<file path="config.mk">
export PLATFORM = sky130hd
export DESIGN_NAME = strap_mode_decoder
export DESIGN_NICKNAME = d
export VERILOG_FILES = /design/src/hdl/strap_pkg.sv /design/src/hdl/level_decode.sv /design/src/hdl/strap_mode_decoder.sv
export VERILOG_INCLUDE_DIRS = /design/src /design/src/hdl
export SDC_FILE = /design/constraint.sdc
export NUM_CORES = 1
export LEC_CHECK = 0
export BUFFER_PORTS_ARGS = -buffer_cell sky130_fd_sc_hd__buf_2
export CAP_MARGIN = 30
export CORE_MARGIN = 2
export CORE_UTILIZATION = 48
export DETAILED_ROUTE_END_ITERATION = 8
export GPL_ROUTABILITY_DRIVEN = 0
export PLACE_DENSITY_LB_ADDON = 0.25
export RECOVER_POWER = 25
export SLEW_MARGIN = 25
export SYNTH_ARGS = -nofsm -noshare
export SYNTH_HDL_FRONTEND = slang
export SYNTH_SLANG_ARGS = --single-unit
export TNS_END_PERCENT = 30
</file>
<file path="constraint.sdc">
create_clock -name clk -period 3.45 [get_ports clk]
set_input_delay 0.345 -clock clk [delete_from_list [all_inputs] [get_ports clk]]
set_output_delay 0.345 -clock clk [all_outputs]
set_load 0.05 [all_outputs]
</file>
<file path="src/hdl/strap_map.svh">
`ifndef STRAP_MAP_SVH
`define STRAP_MAP_SVH

// four-level strap encoding as seen by the pad sense logic
`define LVL_LOW 2'h0
`define LVL_WEAK_LOW 2'h1
`define LVL_WEAK_HIGH 2'h2
`define LVL_HIGH 2'h3

// target addresses (8-bit, write form)
`define MAIN_ADDR_BASE 8'h40
`define SYNTH_ADDR_OFFSET 8'h08

// serial command codes
`define CMD_SYNTH 8'h07
`define CMD_WRITE 8'h03
`define CMD_READ 8'h01

// hardware mode numbers
`define HW_MODE_ZERO 5'h00
`define HW_MODE_LAST_MASTER 5'h07
`define HW_MODE_FIRST_TDM 5'h10

// clock ratios for mode 0
`define FRAME_DIV_MODE0 11'h080
`define BIT_DIV_MODE0 11'h002

`endif

</file>
<file path="src/hdl/strap_pkg.sv">
package strap_pkg;
    typedef enum logic [3:0] {
        CTRL_I2C = 4'h1,
        CTRL_SPI = 4'h2,
        CTRL_HW_LOW = 4'h4,
        CTRL_HW_HIGH = 4'h8
    } ctrl_mode_t;

    typedef enum logic [2:0] {
        CAP_IDLE = 3'h1,
        CAP_ARMED = 3'h2,
        CAP_HELD = 3'h4
    } cap_state_t;

    typedef enum logic [1:0] {
        CMD_NONE = 2'h0,
        CMD_SYN = 2'h1,
        CMD_WR = 2'h2,
        CMD_RD = 2'h3
    } spi_cmd_t;
endpackage

</file>
<file path="src/hdl/level_decode.sv">
`timescale 1ns/1ns
`include "strap_map.svh"

// turns a sensed strap level into drive strength and logic value
module level_decode (
    // sensed level
    input wire logic [1:0] level,
    // decoded view
    output logic is_weak,
    output logic is_high
);
    always_comb begin
        is_weak = (level == `LVL_WEAK_LOW) || (level == `LVL_WEAK_HIGH);
        is_high = (level == `LVL_WEAK_HIGH) || (level == `LVL_HIGH);
    end
endmodule

</file>
<file path="src/hdl/strap_mode_decoder.sv">
`timescale 1ns/1ns
`include "strap_map.svh"

// ==========================================================
// Summary of operation
// [RULE1] control pin: i2c, spi, or hardware straps
// [RULE2] shared serial pins follow control decode
// [RULE3] i2c main address plus synth at +8
// [RULE4] spi first byte: 7 synth, 3 write, 1 read
// [RULE5] hardware mode configures only from straps
// [RULE6] strap bits 0 and 1 two-level only
// [RULE7] board sets straps while enable low
// [RULE8] input strap selects analog/pdm and pcm/spdif
// [RULE9] modes 16-30: no spdif, no pdm
// [RULE10] spdif only in master modes 0-7
// [RULE11] gp pin3 outputs audio data, format by strap
// [RULE12] analog: gp5 dc block, gp4 unused
// [RULE13] pdm: gp4 data in, gp5 clock out
// [RULE14] mute strap: mute and master clock select
// [RULE15] mode 0: master, fs=mclk/128, bck=mclk/2
// [RULE16] one output format at a time
// [RULE17] keep mute until enable raised
// [RULE18] capture straps on enable rise, hold
module strap_mode_decoder (
    // clock and reset
    input wire logic clk,
    input wire logic rst_n,
    // chip enable and sensed strap levels
    input wire logic chip_enable,
    input wire logic [1:0] ctrl_select_level,
    input wire logic strap_bit0,
    input wire logic strap_bit1,
    input wire logic [1:0] strap_bit2_level,
    input wire logic [1:0] input_select_strap,
    input wire logic [1:0] mute_clock_level,
    // live pins used after capture
    input wire logic gp_pin4,
    input wire logic gp_pin5,
    input wire logic spi_first_byte_valid,
    input wire logic [7:0] spi_first_byte,
    // control port selection
    output logic config_valid,
    output logic sel_i2c,
    output logic sel_spi,
    output logic sel_hw,
    output logic [7:0] i2c_main_addr,
    output logic [7:0] i2c_synth_addr,
    output logic [1:0] spi_command,
    // hardware configuration
    output logic [4:0] hw_mode,
    output logic hw_mode_supported,
    output logic master_mode,
    output logic [10:0] frame_rate_div,
    output logic [10:0] bit_clock_rate_div,
    output logic pdm_input,
    output logic spdif_out,
    output logic pcm_out,
    output logic mute,
    output logic mclk_high_freq,
    output logic dc_block_enable,
    output logic pdm_data_in,
    // pin directions
    output logic gp_pin3_oe,
    output logic gp_pin5_oe,
    output logic mic_clock_out_sel
);
    strap_pkg::cap_state_t state_reg, state_next;
    logic [1:0] ctrl_reg, ctrl_next;
    logic b0_reg, b0_next, b1_reg, b1_next;
    logic [1:0] b2_reg, b2_next, in_reg, in_next, mc_reg, mc_next;
    logic in_weak, in_high, mc_weak, mc_high, b2_weak, b2_high;
    logic [1:0] cmd_reg, cmd_next;
    logic live_pdm, live_hw;
    logic [4:0] mode_w;

    // i2c main address from the two address strap levels
    function automatic logic [7:0] main_addr(input logic target_addr_strap1_high, input logic target_addr_strap0_high);
        main_addr = `MAIN_ADDR_BASE | {5'h00, target_addr_strap1_high, target_addr_strap0_high, 1'b0};
    endfunction

    // ==========================================================
    // strap capture
    always_comb begin
        state_next = state_reg;
        ctrl_next = ctrl_reg;
        b0_next = b0_reg;
        b1_next = b1_reg;
        b2_next = b2_reg;
        in_next = in_reg;
        mc_next = mc_reg;
        case (state_reg)
            strap_pkg::CAP_IDLE: begin
                if (!chip_enable) begin
                    state_next = strap_pkg::CAP_ARMED;
                end
            end
            strap_pkg::CAP_ARMED: begin
                // straps are trusted only once enable rises [RULE7]
                if (chip_enable) begin
                    state_next = strap_pkg::CAP_HELD; // [RULE18]
                    ctrl_next = ctrl_select_level;
                    b0_next = strap_bit0; // [RULE6]
                    b1_next = strap_bit1; // [RULE6]
                    b2_next = strap_bit2_level;
                    in_next = input_select_strap;
                    mc_next = mute_clock_level;
                end
            end
            strap_pkg::CAP_HELD: begin
                if (!chip_enable) begin
                    state_next = strap_pkg::CAP_ARMED; // [RULE18]
                end
            end
            default: begin
                state_next = strap_pkg::CAP_IDLE;
            end
        endcase
    end

    always_ff @(posedge clk or negedge rst_n) begin
        if (!rst_n) begin
            state_reg <= strap_pkg::CAP_IDLE;
            ctrl_reg <= `LVL_LOW;
            b0_reg <= 1'b0;
            b1_reg <= 1'b0;
            b2_reg <= `LVL_LOW;
            in_reg <= `LVL_LOW;
            // mute held until configured [RULE17]
            mc_reg <= `LVL_LOW;
        end else begin
            state_reg <= state_next;
            ctrl_reg <= ctrl_next;
            b0_reg <= b0_next;
            b1_reg <= b1_next;
            b2_reg <= b2_next;
            in_reg <= in_next;
            mc_reg <= mc_next;
        end
    end

    level_decode u_in (.level(in_reg), .is_weak(in_weak), .is_high(in_high));
    level_decode u_mc (.level(mc_reg), .is_weak(mc_weak), .is_high(mc_high));
    level_decode u_b2 (.level(b2_reg), .is_weak(b2_weak), .is_high(b2_high));

    // ==========================================================
    // spi command latch, first byte only
    always_comb begin
        cmd_next = cmd_reg;
        if (state_reg != strap_pkg::CAP_HELD || ctrl_reg != `LVL_HIGH) begin
            cmd_next = strap_pkg::CMD_NONE;
        end else if (spi_first_byte_valid) begin
            case (spi_first_byte) // [RULE4]
                `CMD_SYNTH: cmd_next = strap_pkg::CMD_SYN;
                `CMD_WRITE: cmd_next = strap_pkg::CMD_WR;
                `CMD_READ: cmd_next = strap_pkg::CMD_RD;
                default: cmd_next = strap_pkg::CMD_NONE;
            endcase
        end
    end

    always_ff @(posedge clk or negedge rst_n) begin
        if (!rst_n) begin
            cmd_reg <= strap_pkg::CMD_NONE;
        end else begin
            cmd_reg <= cmd_next;
        end
    end

    // ==========================================================
    // mode decode; the mode number follows the strap table rows
    assign live_hw = (state_reg == strap_pkg::CAP_HELD)
        && (ctrl_reg == `LVL_WEAK_LOW || ctrl_reg == `LVL_WEAK_HIGH); // [RULE1] [RULE5]
    // input select is not part of the number: it only picks source and format
    assign mode_w = {ctrl_reg == `LVL_WEAK_HIGH, b2_reg, b1_reg, b0_reg}; // [RULE15]
    // pdm only with modes 0-15 and input strap high side [RULE8] [RULE9]
    assign live_pdm = live_hw && in_high && (mode_w < `HW_MODE_FIRST_TDM);

    // ==========================================================
    // output registers
    always_ff @(posedge clk or negedge rst_n) begin
        if (!rst_n) begin
            config_valid <= 1'b0;
            sel_i2c <= 1'b0;
            sel_spi <= 1'b0;
            sel_hw <= 1'b0;
            i2c_main_addr <= `MAIN_ADDR_BASE;
            i2c_synth_addr <= `MAIN_ADDR_BASE + `SYNTH_ADDR_OFFSET;
            spi_command <= strap_pkg::CMD_NONE;
            hw_mode <= `HW_MODE_ZERO;
            hw_mode_supported <= 1'b0;
            master_mode <= 1'b0;
            frame_rate_div <= `FRAME_DIV_MODE0;
            bit_clock_rate_div <= `BIT_DIV_MODE0;
            pdm_input <= 1'b0;
            spdif_out <= 1'b0;
            pcm_out <= 1'b0;
            mute <= 1'b1;
            mclk_high_freq <= 1'b0;
            dc_block_enable <= 1'b0;
            pdm_data_in <= 1'b0;
            gp_pin3_oe <= 1'b0;
            gp_pin5_oe <= 1'b0;
            mic_clock_out_sel <= 1'b0;
        end else begin
            config_valid <= state_reg == strap_pkg::CAP_HELD;
            sel_i2c <= (state_reg == strap_pkg::CAP_HELD) && ctrl_reg == `LVL_LOW; // [RULE1]
            sel_spi <= (state_reg == strap_pkg::CAP_HELD) && ctrl_reg == `LVL_HIGH; // [RULE2]
            sel_hw <= live_hw; // [RULE2]
            // address straps share the bit2 and mute pins; bit1 is scl [RULE3]
            i2c_main_addr <= main_addr(b2_high, mc_high);
            i2c_synth_addr <= main_addr(b2_high, mc_high) + `SYNTH_ADDR_OFFSET; // [RULE3]
            spi_command <= cmd_reg;
            hw_mode <= mode_w;
            // only mode 0 is built; control must be weak-low [RULE15]
            hw_mode_supported <= live_hw && ctrl_reg == `LVL_WEAK_LOW
                && mode_w == `HW_MODE_ZERO && !b2_weak;
            master_mode <= live_hw && mode_w <= `HW_MODE_LAST_MASTER;
            frame_rate_div <= `FRAME_DIV_MODE0; // [RULE15]
            bit_clock_rate_div <= `BIT_DIV_MODE0; // [RULE15]
            pdm_input <= live_pdm; // [RULE8]
            // spdif on weak input strap, master modes only [RULE10] [RULE11]
            spdif_out <= live_hw && in_weak && mode_w <= `HW_MODE_LAST_MASTER;
            // shared pin: exactly one format [RULE16]
            pcm_out <= live_hw && !(in_weak && mode_w <= `HW_MODE_LAST_MASTER);
            mute <= live_hw ? !mc_high : 1'b1; // [RULE14]
            mclk_high_freq <= live_hw && mc_weak; // [RULE14]
            dc_block_enable <= live_hw && !live_pdm && gp_pin5; // [RULE12]
            pdm_data_in <= live_pdm && gp_pin4; // [RULE13]
            gp_pin3_oe <= live_hw; // [RULE11]
            gp_pin5_oe <= live_pdm; // [RULE13]
            mic_clock_out_sel <= live_pdm; // [RULE13]
        end
    end
endmodule

</file>
==> results of run 1 <==
[metal layers]
metal  GRT usage  vias up  share of wire
li1            -      533              -
met1       0.143      521           0.36
met2       0.276       56           0.53
met3      0.0308        5          0.081
met4      0.0781        0          0.021
met5           0        -              0
[cells by family after synthesis]
| group | count (synthesis) | synth area share |
|---|---|---|
| AO/OA/AOI/OAI | 14 | 0.0461 |
| XOR/XNOR | 3 | 0.0147 |
| adder cells (fa/ha/maj) | 12 | 0.0837 |
| buffers and inverters | 52 | 0.193 |
| flip-flops | 37 | 0.518 |
| multiplexers | 5 | 0.0314 |
| other | 2 | 0.00419 |
| AND/OR/NAND/NOR | 33 | 0.109 |
[cell usage after synthesis]
library cell	number	share of area
nor2_1	6	0.013
o32ai_1	1	0.0049
a31oi_1	2	0.0070
clkbuf_1	1	0.0021
xnor2_1	2	0.0098
o21ai_0	7	0.020
mux2_1	4	0.025
nor4b_1	3	0.015
nor3b_2	1	0.0070
nor3_1	3	0.0084
inv_1	10	0.021
and2_1	2	0.0070
dfstp_2	2	0.029
or2_2	2	0.0070
nand3_1	7	0.020
xor2_1	1	0.0049
nor3b_4	1	0.010
dfrtp_1	35	0.49
buf_2	1	0.0028
a21oi_1	2	0.0056
nor3b_1	1	0.0042
ha_1	12	0.084
conb_1	2	0.0042
nor4_1	1	0.0035
o31ai_1	1	0.0042
o31a_1	1	0.0049
buf_4	40	0.17
nand2_1	5	0.010
mux2_2	1	0.0063
nand3b_1	1	0.0042
[power breakdown]
group	total (W)	switching (W)	internal, W
clock network	0.000286	0.000146	0.000139
registers	0.000644	0.0000914	0.000553
logic	0.000623	0.000458	0.000165
[path summary, 6_finish.rpt]
kind | start | endpoint | slack (ns)
max in group asynchronous | rst_n | b2_reg[1] | 1.81
min in group asynchronous | rst_n | sel_i2c | 0.57
max | state_reg[2] | b1_reg | 1.74
max reg2reg | state_reg[2] | b1_reg | 1.74
min | mute_clock_level[1] | mc_reg[1] | 0.28
min reg2reg | cmd_reg[0] | spi_command[0] | 0.39
[through the flow]
stage               total power, W  hold WS, ns  instances
floorplan                  0.00117       0.0494        190
global placement           0.00125        0.364        246
detailed placement         0.00128        0.370        246
CTS                        0.00157        0.170        254
global route               0.00166        0.278        254
finish                     0.00155        0.280        254
[worst max-delay path, delay by kind of cell, from the launching register on]
kind / cells / cell delay [ns]
AND/OR/NAND/NOR: 2 / 0.76
flip-flops: 1 / 0.47
multiplexers: 1 / 0.36
[layout make-up]
| cell class | count | area (um2) | area share |
|---|---|---|---|
| Clock buffer | 5 | 68.8 | 0.0344 |
| Clock inverter | 3 | 17.5 | 0.00876 |
| Inverter | 10 | 37.5 | 0.0188 |
| Multi-Input combinational cell | 101 | 638 | 0.319 |
| Sequential cell | 37 | 928 | 0.464 |
| Tap cell | 48 | 60.1 | 0.0300 |
| Timing Repair Buffer | 50 | 249 | 0.125 |
==> flow_summary_export.csv, run 1 <==
group,metric,value,unit
status,outcome,"finished with violations",
status,violations,"capacitance limit, slew limit",
synth,avgSynthCellArea,11.3,um2
synth,yosysUniqueCellTypes,30,
timing,finalSetupTns,0,ns
drt,drt_wl_total,2860,um
timing,final-setup-viol-count,0,
worst_setup_path,critPathKind,"register to register",
floorplanning,core_region_area,3630,um2
clock_tree,clk_pin_slew_worst_paths,0.07,ns
placed_design,port_buffers,50,
timing,finalHoldViolCount,0,
timing,fin_crit,1.71,ns
worst_hold_path,whs_path_depth,2,
timing,relSlewSlack,-0.245,
clock_tree,htreeDepth,2,
worst_hold_path,hp-class,"input pin to register",
drt,postRouteAntennaNets,0,
worst_setup_path,cp_cell_sequence,"nor3b_4, and2_1, mux2_1",
final_layout,nNetsFinal,241,
timing,skew,0.00534,ns
final_layout,final_cell_mix,"buf_2, dfrtp_1, conb_1",
synth,synth_area,1790,um2
placed_design,post-dp-hpwl,2270,um
drt,drtPass1Iterations,4,
worst_setup_path,reg2reg_depth,3,
final_layout,synthToLayoutAreaGrowth,11.5,%
final_layout,nFillCells,341,
floorplanning,dieWidth,65.1,um
final_layout,layout_commonest_cell,"buf_2",
clock_tree,post_cts_buffers,0,
synth,synthCells,158,
worst_setup_path,path_max_fanout,10,
final_layout,largest_register_ffs,5,
worst_setup_path,start_kind,"register",
worst_setup_path,crit_arrival,1.88,ns
clock_tree,clk_latency,0.28,ns
drt,vias_per_cell,4.39,
drt,wl_per_cell,11.3,um
placed_design,place_ws,1.74,ns
placed_design,place_area,1910,um2
worst_setup_path,end_kind,"register",
floorplanning,row_count,22,
synth,seq_area_frac_synth,0.518,
worst_setup_path,required,3.61,ns
pwr,p_per_area,777,nW/um2
drt,vias,1115,
clock_tree,clockRootBuffer,"clkbuf_8",
worst_setup_path,cpPeakStageDelay,0.47,ns
clock_tree,cts_resized,0,
timing,fmax,584,MHz
final_layout,final_util,0.550,
synth,ys_ff_latch,37,
floorplanning,die_area,4240,um2
worst_setup_path,crit_slowest_cell,"dfrtp_1",
timing,worst_pin_slew,1.87,ns
drt,drc,0,
drt,drt-initial-drc-count,115,
final_layout,diodes,0,
timing,grt_setup_unrepaired,"false",
pwr,p_leak,1.09,nW
floorplanning,ioPinCount,85,
synth,yosysWarnings,0,
global_routing,antenna_found_initial,0,
timing,finalCritPeriodShare,0.497,
job,drv_cap,1,
clock_tree,cts_made_buffers,5,
global_routing,grt_pass1_vias,1029,
global_routing,grtUsageTotal,0.144,
timing,finalMaxSlewViolations,38,
clock_tree,cts_buffer_depth,2,
floorplanning,start_util,0.493,
clock_tree,cts_tree,"built",
global_routing,grt_pass1_wl,4470,um
timing,fin_ws,1.74,ns
clock_tree,cts_sinks,37,
clock_tree,cts_hold_buf,0,
global_routing,grt_max_degree,38,
pwr,ir_drop,0.289,mV
final_layout,drive_gt1_frac,0.311,
global_routing,grt_overflow,0,
floorplanning,fp.dieH,65.1,um
final_layout,stdcell_area,2000,um2
No activity file was read; power rests on OpenSTA's default activity.
==> run 2, diff against run 1 <==
--- a/config.mk
+++ b/config.mk
@@ -9,7 +9,7 @@
 export BUFFER_PORTS_ARGS = -buffer_cell sky130_fd_sc_hd__buf_2
 export CAP_MARGIN = 30
 export CORE_MARGIN = 2
-export CORE_UTILIZATION = 48
+export CORE_UTILIZATION = 41
 export DETAILED_ROUTE_END_ITERATION = 8
 export GPL_ROUTABILITY_DRIVEN = 0
 export PLACE_DENSITY_LB_ADDON = 0.25
==> constraint.sdc (replaced) <==
create_clock -name clk -period 1.5 [get_ports clk]
set_input_delay 0.15 -clock clk [delete_from_list [all_inputs] [get_ports clk]]
set_output_delay 0.15 -clock clk [all_outputs]
set_load 0.05 [all_outputs]
==> flow_summary_export.csv, run 2 (same netlist as run 1, synthesis figures left out) <==
group,metric,value,unit
status,outcome,"complete, no violations",
worst_setup_path,critPathKind,"register to register",
timing,worst_pin_slew,0.902,ns
clock_tree,cts_tree,"built",
global_routing,grt_pass1_vias,1109,
drt,vias,1143,
global_routing,use_met3,0.0447,
timing,finalSetupTns,0,ns
clock_tree,htreeDepth,2,
global_routing,grt.busiest_layer,"met2",
final_layout,nFillCells,407,
final_layout,layout_commonest_cell,"buf_2",
final_layout,fin_cells,264,
floorplanning,start_util,0.418,
final_layout,nNetsFinal,247,
pwr,p_per_area,1740,nW/um2
final_layout,final_cell_mix,"buf_2, dfrtp_1, conb_1",
global_routing,grt_overflow,0,
final_layout,drive_gt1_frac,0.316,
floorplanning,fp.dieH,70.1,um
placed_design,dpl.cell_count,255,
worst_hold_path,hp-class,"input pin to register",
global_routing,antenna_found_initial,0,
timing,worst_hold_slack,0.0718,ns
floorplanning,ioPinCount,85,
final_layout,diodes,0,
worst_setup_path,crit_arrival,1.54,ns
timing,finalHoldViolCount,0,
worst_setup_path,startpoint,"state_reg[1]",
final_layout,synthToLayoutAreaGrowth,14.8,%
global_routing,met2_usage,0.235,
timing,fmax,726,MHz
drt,drtPass1Iterations,4,
pwr,p_leak,1.12,nW
placed_design,place_ws,0.00876,ns
clock_tree,cts_sinks,37,
final_layout,largest_register_ffs,5,
timing,skew,0.00250,ns
clock_tree,clockRootBuffer,"clkbuf_8",
clock_tree,cts_buffer_depth,2,
global_routing,grtUsageTotal,0.129,
timing,final-setup-viol-count,0,
clock_tree,cts_made_buffers,5,
placed_design,post-dp-hpwl,2290,um
drt,postRouteAntennaNets,0,
job,drv_cap,0,
worst_hold_path,hold_start,"spi_first_byte[2]",
clock_tree,post_cts_buffers,0,
worst_setup_path,timing.rr.start,"state_reg[1]",
worst_setup_path,required,1.67,ns
drt,drt_wl_total,2910,um
global_routing,met1_usage,0.131,
drt,drc,0,
floorplanning,row_count,24,
timing,relSlewSlack,0.399,
timing,finalMaxSlewViolations,0,
drt,wl_per_cell,11.0,um
timing,grt_setup_unrepaired,"false",
drt,vias_per_cell,4.33,
final_layout,final_util,0.479,
clock_tree,clk_pin_slew_worst_paths,0.06,ns
worst_setup_path,path_max_fanout,10,
worst_setup_path,end_kind,"register",
pwr,ir_drop,0.511,mV
timing,fin_crit,1.38,ns
floorplanning,die_area,4920,um2
global_routing,grt_pass1_wl,4860,um
timing,fin_ws,0.122,ns
global_routing,grt_max_degree,23,
worst_setup_path,start_kind,"register",
drt,drt-initial-drc-count,36,
clock_tree,clk_latency,0.28,ns
timing,finalCritPeriodShare,0.918,
floorplanning,core_region_area,4290,um2
floorplanning,dieWidth,70.1,um
placed_design,port_buffers,50,
run 2: cell type report:
class	count	area [um2]	area share
sequential	37	928	0.451
timing repair buffer	56	305	0.148
tap	52	65.1	0.0316
inverter	10	37.5	0.0182
multi-input combinational	101	642	0.312
clock buffer	8	80.1	0.0389
run 2: final timing paths:
check / to / slack [ns] / cells past startpoint
hold / removal: cmd_reg[1] / 0.07 / 2
max in group asynchronous: mute / 0.30 / 3
hold reg to reg: spi_command[0] / 0.38 / 0
setup / recovery: b0_reg / 0.12 / 3
setup reg to reg: b0_reg / 0.12 / 3
min in group asynchronous: i2c_synth_addr[2] / 0.51 / 2
run 2: repair_timing:
item,CTS,global route
hold buffers,1,0
endpoints found under the setup margin,0,5
hold endpoints to repair,14,0
resized for setup,0,2
run 2: routing by layer:
layer,vias to the layer above,routed length (um),part of all wire
li1,547,-,-
met1,540,1120,0.39
met2,49,1510,0.52
met3,7,208,0.072
met4,0,72,0.025
met5,-,0,0
run 2: where the power goes:
group          internal [W]  total [W]  switching [W]
logic              0.000412    0.00148        0.00107
registers           0.00127    0.00146       0.000186
clock network      0.000329   0.000636       0.000307
total               0.00201    0.00358        0.00157
run 2: worst max-delay path, stage by stage (launching register included):
cell	delay [ns]
dfrtp_1	0.41
nor3b_4	0.21
and2_2	0.30
mux2_1	0.34
run 2: stage by stage:
step / instance area [um2] / power [W]
6_report: 2060 / 0.00358
5_1_grt: 2060 / 0.00382
4_1_cts: 2060 / 0.00362
3_5_place_dp: 1970 / 0.00297
3_3_place_gp: 1970 / 0.00294
2_1_floorplan: 1920 / 0.00271
